**src/hw/luc_pkg.sv**
```systemverilog
// constants, register map and carrier types of the loadable 16-bit up counter
// assumes one 100 MHz clock domain shared by the counter and its wishbone bus
package luc_pkg;
  localparam int unsigned LUC_WIDTH = 16;
  localparam int unsigned LUC_LOW_GROUP = 4;
  localparam int unsigned LUC_DIRECT_BITS = 6;
  localparam int unsigned LUC_DUP_FROM = 11;
  localparam int unsigned LUC_ADR_W = 8;
  localparam logic [7:0] LUC_ADR_CTRL = 8'h00;
  localparam logic [7:0] LUC_ADR_DATA = 8'h04;
  localparam logic [7:0] LUC_ADR_COUNT = 8'h08;
  localparam int unsigned LUC_CTRL_EN_BIT = 0;
  localparam int unsigned LUC_CTRL_LOAD_BIT = 1;
  localparam logic LUC_CTRL_EN_RST = 1'b0;
  localparam logic [15:0] LUC_DATA_RST = 16'h0000;
  localparam logic [15:0] LUC_COUNT_RST = 16'h0000;
  localparam logic [31:0] LUC_READ_ZERO = 32'h0000_0000;

  typedef struct packed {
    logic load;
    logic count_en;
    logic [LUC_WIDTH-1:0] data;
  } luc_ctrl_t;

  typedef struct packed {
    logic load_select;
    logic count_select;
  } luc_sel_t;
endpackage : luc_pkg

```
**src/hw/luc_bit_cell.sv**
```systemverilog
// one counter bit: four-way selector in front of a storage flip-flop
// assumes clear is already merged into one asynchronous active-high input
`timescale 1ns/1ps
module luc_bit_cell
  import luc_pkg::*;
(
  input wire logic ref_clk_i,
  input wire logic clr_i,
  input wire luc_pkg::luc_sel_t sel_i,
  input wire logic load_bit_i,
  input wire logic inc_bit_i,
  output logic q_o
);
  import luc_pkg::*;

  logic bit_d;
  logic bit_q;

  // select codes: 00 hold, 01 incremented value, 1x load data
  always_comb
  begin
    bit_d = bit_q;
    unique case ({sel_i.load_select, sel_i.count_select})
      2'b00: bit_d = bit_q;
      2'b01: bit_d = inc_bit_i;
      2'b10: bit_d = load_bit_i;
      2'b11: bit_d = load_bit_i;
    endcase
  end

  always_ff @(posedge ref_clk_i or posedge clr_i)
  begin
    if (clr_i)
      bit_q <= 1'b0;
    else
      bit_q <= bit_d;
  end

  assign q_o = bit_q;
endmodule : luc_bit_cell

```
**src/hw/luc_counter16.sv**
```systemverilog
// loadable synchronous up counter with wishbone control and status
// assumes load, data and enable come from logic on ref_clk_i; clear_n may be asynchronous
`timescale 1ns/1ps
module luc_counter16
  import luc_pkg::*;
#(
  parameter int unsigned WIDTH = LUC_WIDTH
)
(
  input wire logic ref_clk_i,
  input wire logic rst_i,
  input wire logic clear_n_i,
  input wire logic load_strobe_i,
  input wire logic [WIDTH-1:0] load_data_i,
  input wire logic count_enable_n_i,
  output logic [WIDTH-1:0] count_o,
  input wire logic wb_cyc_i,
  input wire logic wb_stb_i,
  input wire logic wb_we_i,
  input wire logic [LUC_ADR_W-1:0] wb_adr_i,
  input wire logic [3:0] wb_sel_i,
  input wire logic [31:0] wb_dat_i,
  output logic [31:0] wb_dat_o,
  output logic wb_ack_o
);
  import luc_pkg::*;

  logic clr;
  logic [WIDTH-1:0] count;
  logic [WIDTH-1:0] count_n;
  logic count1_n_dup;
  logic [WIDTH-1:0] carry;
  logic en;
  logic group_lo;
  logic group_lo_dup;
  luc_ctrl_t eff;

  logic ack_d;
  logic ack_q;
  logic [31:0] dat_d;
  logic [31:0] dat_q;
  logic ctrl_en_d;
  logic ctrl_en_q;
  logic load_pulse_d;
  logic load_pulse_q;
  logic [WIDTH-1:0] data_d;
  logic [WIDTH-1:0] data_q;
  logic req;
  logic hit_ctrl;
  logic hit_data;
  logic hit_count;

  // clear wins over everything, including the clock
  assign clr = rst_i | ~clear_n_i;

  // user strobe takes the data lanes when both sources load together
  always_comb
  begin
    eff.load = load_strobe_i | load_pulse_q;
    eff.count_en = ~count_enable_n_i | ctrl_en_q;
    eff.data = load_strobe_i ? load_data_i : data_q;
  end

  assign en = eff.count_en;
  assign count_n = ~count;
  // second inverter for bit one splits the load of the low bits
  assign count1_n_dup = ~count[1];

  // first level: grouped terms of the four lowest bits, gated by enable
  assign group_lo = en & (&count[LUC_LOW_GROUP-1:0]);
  // same term again so the top bits do not load the first copy
  assign group_lo_dup = en & (&count[LUC_LOW_GROUP-1:0]);

  genvar gi;
  generate
    for (gi = 0; gi < WIDTH; gi++)
    begin : g_bit
      luc_sel_t sel;
      logic inc_bit;
      if (gi == 0)
      begin : g_lsb
        assign carry[gi] = en;
      end
      else if (gi < LUC_DIRECT_BITS)
      begin : g_low
        assign carry[gi] = en & (&count[gi-1:0]);
      end
      else if (gi < LUC_DUP_FROM)
      begin : g_mid
        assign carry[gi] = group_lo & (&count[gi-1:LUC_LOW_GROUP]);
      end
      else
      begin : g_top
        assign carry[gi] = group_lo_dup & (&count[gi-1:LUC_LOW_GROUP]);
      end
      if (gi == 1)
      begin : g_inc_dup
        assign inc_bit = count1_n_dup;
      end
      else
      begin : g_inc
        assign inc_bit = count_n[gi];
      end
      assign sel.load_select = eff.load;
      assign sel.count_select = carry[gi];
      luc_bit_cell u_cell (
        .ref_clk_i(ref_clk_i),
        .clr_i(clr),
        .sel_i(sel),
        .load_bit_i(eff.data[gi]),
        .inc_bit_i(inc_bit),
        .q_o(count[gi])
      );
    end
  endgenerate

  assign count_o = count;

  // wishbone slave: one wait-free answer, ack one cycle after the request
  assign req = wb_cyc_i & wb_stb_i & ~ack_q;
  assign hit_ctrl = (wb_adr_i == LUC_ADR_CTRL);
  assign hit_data = (wb_adr_i == LUC_ADR_DATA);
  assign hit_count = (wb_adr_i == LUC_ADR_COUNT);

  always_comb
  begin
    ack_d = req;
    dat_d = dat_q;
    ctrl_en_d = ctrl_en_q;
    load_pulse_d = 1'b0;
    data_d = data_q;
    if (req && wb_we_i)
    begin
      if (hit_ctrl && wb_sel_i[0])
      begin
        ctrl_en_d = wb_dat_i[LUC_CTRL_EN_BIT];
        load_pulse_d = wb_dat_i[LUC_CTRL_LOAD_BIT];
      end
      if (hit_data && wb_sel_i[0])
        data_d[7:0] = wb_dat_i[7:0];
      if (hit_data && wb_sel_i[1])
        data_d[WIDTH-1:8] = wb_dat_i[WIDTH-1:8];
    end
    if (req && !wb_we_i)
    begin
      dat_d = LUC_READ_ZERO;
      if (hit_ctrl)
        dat_d[LUC_CTRL_EN_BIT] = ctrl_en_q;
      if (hit_data)
        dat_d[WIDTH-1:0] = data_q;
      if (hit_count)
        dat_d[WIDTH-1:0] = count;
    end
  end

  // bus state is not cleared by clear_n: software setup survives a count clear
  always_ff @(posedge ref_clk_i or posedge rst_i)
  begin
    if (rst_i)
    begin
      ack_q <= 1'b0;
      dat_q <= LUC_READ_ZERO;
      ctrl_en_q <= LUC_CTRL_EN_RST;
      load_pulse_q <= 1'b0;
      data_q <= LUC_DATA_RST;
    end
    else
    begin
      ack_q <= ack_d;
      dat_q <= dat_d;
      ctrl_en_q <= ctrl_en_d;
      load_pulse_q <= load_pulse_d;
      data_q <= data_d;
    end
  end

  assign wb_ack_o = ack_q;
  assign wb_dat_o = dat_q;
endmodule : luc_counter16

```
**config.mk**
```make
export PLATFORM = sky130hd
export DESIGN_NAME = luc_counter16
export DESIGN_NICKNAME = d
export VERILOG_FILES = /design/src/hw/luc_pkg.sv /design/src/hw/luc_bit_cell.sv /design/src/hw/luc_counter16.sv
export SDC_FILE = /design/constraint.sdc
export NUM_CORES = 1
export LEC_CHECK = 0
export ABC_AREA = 1
export BUFFER_PORTS_ARGS = -buffer_cell sky130_fd_sc_hd__buf_4
export CAP_MARGIN = 5
export CORE_ASPECT_RATIO = 0.5
export CORE_UTILIZATION = 45
export DETAILED_ROUTE_END_ITERATION = 8
export PLACE_DENSITY = 0.78
export SYNTH_ARGS = -nofsm -noshare
export SYNTH_HDL_FRONTEND = slang
export SYNTH_SLANG_ARGS = --single-unit
```
**constraint.sdc**
```tcl
create_clock -name ref_clk_i -period 1.25 [get_ports ref_clk_i]
set_input_delay 0.0625 -clock ref_clk_i [delete_from_list [all_inputs] [get_ports ref_clk_i]]
set_output_delay 0.0625 -clock ref_clk_i [all_outputs]
set_load 0.02 [all_outputs]
```
==> flow_summary.yaml, run 1 <==
setup_path:
  arrival_ps: 1410
  regToRegEndpoint: "data_q[1]"
  worstPathMaxFanout: 5
  crit_path_max_incr_delay_ps: 450
  critPathLaunch: "wb_ack_o"
  path_delay_family: "simple AND/OR/NAND/NOR gates"
  reg2reg_slack_ps: 20
  path_cells: "nor2_4 > nand2_4 > nor2_4 > nand2_2 > nand2_1 > o21ai_2"
  ff2ff_path_depth: 6
  end_kind: "flip-flop"
  timing.critical_path.mode_cell: "nor2_4"
  timing.critical_path.buf_inv: 0
  start_kind: "flip-flop"
  crit_type: "flip-flop to flip-flop"
  cpMaxStageDelayCell: "dfrtp_2"
  required_ps: 1430
  r2r-start: "wb_ack_o"
timing:
  worst_slack_ps: 19.6
  min_period_over_period: 0.984
  hold_violations: 1
  fin_crit_ps: 1230
  whs_ps: -3.96
  max_freq_ghz: 0.813
  fin_worst_skew_ps: 3.36
  setup_viol: 0
  rsz0062_at_grt: "yes"
  slew_violations: 0
clock_network:
  h-tree-depth: 2
  numClockSinks: 51
  cts_tree: "built"
  cts-root-buf: "clkbuf_16"
  cts-buffers-inserted: 5
  clkTransAtPathRegs_ps: 70
  cts_buffer_depth: 2
  clock_latency_ps: 290
finish:
  multiInputGateArea_mm2: 0.00148
  register_area_mm2: 0.00128
  area_growth_pct: 30.3
  antenna_cells: 0
  final_layout_size_suffix_gt1_frac: 0.308
  design_area_mm2: 0.00405
  final_net_count: 584
  fillers: 563
hold_path:
  hold_depth: 3
  min_to: "data_q[4]"
  hp-class: "primary input to flip-flop"
  hp-start: "wb_dat_i[4]"
place:
  dp_hpwl_mm: 6.01
  gp_congestion: 0.866
  post-place-ws_ps: -11.7
  placed_cell_area_mm2: 0.00373
  numPortBuffers: 82
route:
  routed_wirelength_mm: 8.14
  wl_per_cell_um: 13.4
  antenna_left: 0
  drt_iter0_markers: 267
  drc: 0
  drtPass1Iterations: 5
  route.vias.total: 2937
  via_per_inst: 4.85
pwr:
  p_total_mw: 4.05
  p_leak_nw: 2.23
  ir_drop_uv: 548
  powerDensity_mw_per_mm2: 1000
grt:
  grt_pass1_wl_mm: 12.3
  track_usage: 0.224
  grt.overflow.total: 0
  grt_max_degree: 36
  antenna_found_initial: 0
  grt_pass1_vias: 2560
synthesis:
  avgSynthCellArea_um2: 7.34
  yosys_warnings: 0
  ys_seq_area_frac: 0.411
  ys_ff_latch: 51
  syn_inst: 423
  synth.cell_area_mm2: 0.00310
  synth.distinct_cells: 30
floorplanning:
  die_h_um: 60.7
  ios: 117
  initial_utilization: 0.488
  chipWidth_um: 119
  rows: 20
  dieArea_mm2: 0.00725
  core_area_mm2: 0.00636
outcome:
  violations: "negative hold slack"
  status: "complete, but fails checks"
job:
  max-cap-violations: 0
-- worst min-delay path, stage by stage --
cell     delay (ps)
buf_4            80
nand3_1          60
nand2_1          50
-- metal layers --
layer	global-route usage	vias to the layer above	wire (um)
li1	-	1479	-
met1	0.331	1324	3880
met2	0.330	128	3490
met3	0.0498	6	689
met4	0.0625	0	75
met5	0	-	0
-- sequential cells by signal (all words and copies together) (netlist names) --
register          flops
load_pulse_q          1
wb_ack_o              1
ctrl_en_q             1
data_q               16
wb_dat_o             16
g_bit.u_cell.q_o     16
-- final cells by class --
| class | count | area share |
|---|---|---|
| Multi-Input combinational cell | 313 | 0.365 |
| Sequential cell | 51 | 0.317 |
| Timing Repair Buffer | 113 | 0.224 |
| Clock buffer | 6 | 0.0319 |
| Inverter | 32 | 0.0312 |
| Tap cell | 88 | 0.0272 |
| Clock inverter | 2 | 0.00402 |
-- logic make-up (layout without fill, tap and decap cells) --
family | Yosys count | after routing | synth area share
DFF | 51 | 51 | 0.411
AOI/OAI and AO/OA | 40 | 40 | 0.0798
buffers and inverters | 75 | 153 | 0.148
and+or+nand+nor | 256 | 257 | 0.360
other | 1 | 16 | 0.00121
-- how the worst max path moves through the flow --
stage                                       to  slack [ps]  depth (start not counted)
final                                data_q[1]          20                          6
after CTS                           data_q[11]           2                          5
after floorplan                      data_q[1]           5                          6
after global placement               data_q[8]          30                          5
after global routing      g_bit[13].u_cell.q_o         -40                          7
after detailed placement            data_q[13]         -10                          5
-- power breakdown --
group          internal [mW]  switching, mW
logic                  0.379          0.498
clock network          0.751          0.609
registers               1.73         0.0833
total                   2.86           1.19
-- timing repair --
item / CTS / global route
buffers inserted: 0 / 7
hold buffers: 3 / 0
pin swaps: 1 / 10
gates resized for setup: 1 / 15
setup endpoints to repair: 6 / 31
cloned: 0 / 2
endpoints found under the hold margin: 51 / 0
-- through the flow --
| stage | std cells | TNS (ps) | utilization |
|---|---|---|---|
| 6_report | 605 | 0 | 0.636 |
| 5_1_grt | 605 | -315 | 0.636 |
| 4_1_cts | 596 | 0 | 0.616 |
| 3_5_place_dp | 585 | -11.7 | 0.587 |
| 3_3_place_gp | 585 | 0 | 0.587 |
| 2_1_floorplan | 438 | 0 | - |
-- synth_stat cells, drive strengths merged --
| cell type | number | area [um^2] |
|---|---|---|
| a21oi | 8 | 43.8 |
| a22oi | 3 | 22.5 |
| buf | 43 | 334 |
| clkinv | 2 | 13.8 |
| conb | 1 | 3.75 |
| dfrtp | 51 | 1280 |
| inv | 30 | 113 |
| nand2 | 185 | 734 |
| nand3 | 38 | 190 |
| nand3b | 1 | 11.3 |
| nand4 | 1 | 6.26 |
| nor2 | 26 | 138 |
| nor3 | 5 | 36.3 |
| o211ai | 6 | 60.1 |
| o21ai | 21 | 109 |
| o22ai | 2 | 12.5 |
-- layout by cell type, fill, tap and decap left out, drive strengths merged --
master and instances:
clkbuf 7, nor2 26, a22oi 3, clkinvlp 1, nand3 38, nand2 186, buf 109, conb 16
o21ai 21, nand3b 1, o22ai 2, nand4 1, dlygate4sd3 3, inv 31, a21oi 8, nor3 5
o211ai 6, dfrtp 51, clkinv 2
Power figures use the tool's default switching activity.
==> run 2: changes to the inputs <==
CELL_PAD_IN_SITES_DETAIL_PLACEMENT = 2   (was not set)
CELL_PAD_IN_SITES_GLOBAL_PLACEMENT = 2   (was not set)
CORE_UTILIZATION = 24   (was 45)
==> flow_summary.yaml, run 2 (synthesis gave the netlist of run 1 again) <==
setup_path:
  worstPathMaxFanout: 5
  arrival_ps: 1490
  cp.depth: 6
  start_kind: "flip-flop"
  required_ps: 1490
  path_delay_family: "simple AND/OR/NAND/NOR gates"
  timing.critical_path.buf_inv: 1
  path_cells: "nor2_4 > nand2_4 > nor2_4 > buf_4 > nand3_1 > nand2_1"
  crit_path_max_incr_delay_ps: 450
  crit_type: "flip-flop to flip-flop"
  ff2ff_path_depth: 6
  reg2reg_slack_ps: -3
  regToRegEndpoint: "data_q[7]"
  crit_end: "data_q[7]"
  cpMaxStageDelayCell: "dfrtp_2"
  r2r-start: "wb_ack_o"
  critPathLaunch: "wb_ack_o"
  timing.critical_path.mode_cell: "nor2_4"
  end_kind: "flip-flop"
grt:
  grt_pass1_vias: 3318
  grt_pass1_wl_mm: 17.9
  use_met2: 0.309
  grt_util_met1: 0.227
  antenna_found_initial: 0
  track_usage: 0.178
  use_met3: 0.0340
  busiest_layer: "met2"
  grt_max_degree: 18
  grt.overflow.total: 0
pwr:
  power_frac_seq: 0.424
  combPwrFrac: 0.239
  p_leak_nw: 2.29
  powerDensity_mw_per_mm2: 987
  p_clk_frac: 0.337
  intPower_mw: 2.90
  ir_drop_uv: 470
  switching_share: 0.315
  p_switching_mw: 1.34
finish:
  final_common_cell: "nand2_1"
  final_net_count: 596
  final_layout_size_suffix_gt1_frac: 0.346
  finish.utilization: 0.352
  area_growth_pct: 38.4
  antenna_cells: 0
  most-common-layout-cells: "nand2_1 (165), buf_4 (114), dfrtp_1 (47)"
hold_path:
  hp-class: "primary input to flip-flop"
route:
  routed_wirelength_mm: 11.7
  drc: 0
  wl_per_cell_um: 16.9
  drtPass1Iterations: 4
  drt_iter0_markers: 152
  via_per_inst: 4.51
  route.vias.total: 3127
  antenna_left: 0
timing:
  worst_slack_ps: -3.23
  whs_ps: 1.07
  tightestPinTransition_ps: 641
  maxSlewHeadroom: 0.572
  fin_crit_ps: 1250
  rsz0062_at_grt: "yes"
  max_freq_ghz: 0.798
  setup-tns-final_ps: -3.23
  fin_worst_skew_ps: 8.31
  hold_violations: 0
  slew_violations: 0
  setup_viol: 1
  min_period_over_period: 1.00
place:
  numPortBuffers: 82
  gp_congestion: 0.779
  dp_hpwl_mm: 8.95
job:
  max-cap-violations: 0
floorplanning:
  chipWidth_um: 163
  core_area_mm2: 0.0122
  dieArea_mm2: 0.0134
  initial_utilization: 0.255
  rows: 28
  ios: 117
  die_h_um: 82.4
clock_network:
  cts-root-buf: "clkbuf_16"
  h-tree-depth: 2
  cts_buffer_depth: 2
  clkTransAtPathRegs_ps: 70
  clock_latency_ps: 300
  numClockSinks: 51
  cts-buffers-inserted: 5
  cts_tree: "built"
outcome:
  status: "complete, but fails checks"
  violations: "negative setup slack"
[run 2: worst min-delay path by stage]
stage / startpoint / end / slack (ps) / depth (start not counted)
6_report: wb_dat_i[4] / data_q[4] / 1 / 3
5_1_grt: wb_dat_i[4] / data_q[4] / 10 / 3
4_1_cts: wb_dat_i[4] / data_q[4] / 2 / 3
3_5_place_dp: clear_n_i / g_bit[0].u_cell.q_o / 180 / 4
3_3_place_gp: rst_i / wb_dat_o[2] / 160 / 2
2_1_floorplan: load_data_i[0] / g_bit[0].u_cell.q_o / 200 / 2
[run 2: area by class of cell]
class	instances	area, um^2
clock buffer	6	129
clock inverter	2	16.3
fill	1439	7900
inverter	32	133
multi-input combinational	313	1530
sequential	51	1280
tap	165	206
timing repair buffer	125	1000
[run 2: per-layer routing]
| layer | vias up | wire (um) |
|---|---|---|
| li1 | 1500 | - |
| met1 | 1538 | 5320 |
| met2 | 76 | 5640 |
| met3 | 13 | 634 |
| met4 | 0 | 136 |
| met5 | - | 0 |
[run 2: repair_timing]
action	CTS	global route
pin swaps	3	12
hold endpoints to repair	26	0
gates cloned	0	1
buffers inserted	0	7
setup endpoints to repair	20	28
gates resized for setup	8	30
hold buffers	3	0
[run 2: through the flow]
stage	cell area [um^2]	setup WS [ps]	std cells	total power [mW]
CTS	4140	2.85	686	4.21
finish	4300	-3.23	694	4.24
detailed placement	3940	-61.6	675	2.76
floorplan	3160	4.91	438	2.39
global route	4300	-78.6	694	4.42
global placement	3940	11.1	675	2.73
[run 2: power groups by stage]
stage / Combinational, mW / Clock, mW / Sequential, mW
floorplan: 0.554 / 0 / 1.84
CTS: 0.970 / 1.45 / 1.79
global route: 1.10 / 1.51 / 1.81
global placement: 0.910 / 0 / 1.82
detailed placement: 0.941 / 0 / 1.82
finish: 1.01 / 1.43 / 1.80
[run 2: tightest hold or removal path, stage by stage]
cell and delay (ps):
buf_4 80, nand3_1 70, nand2_1 60
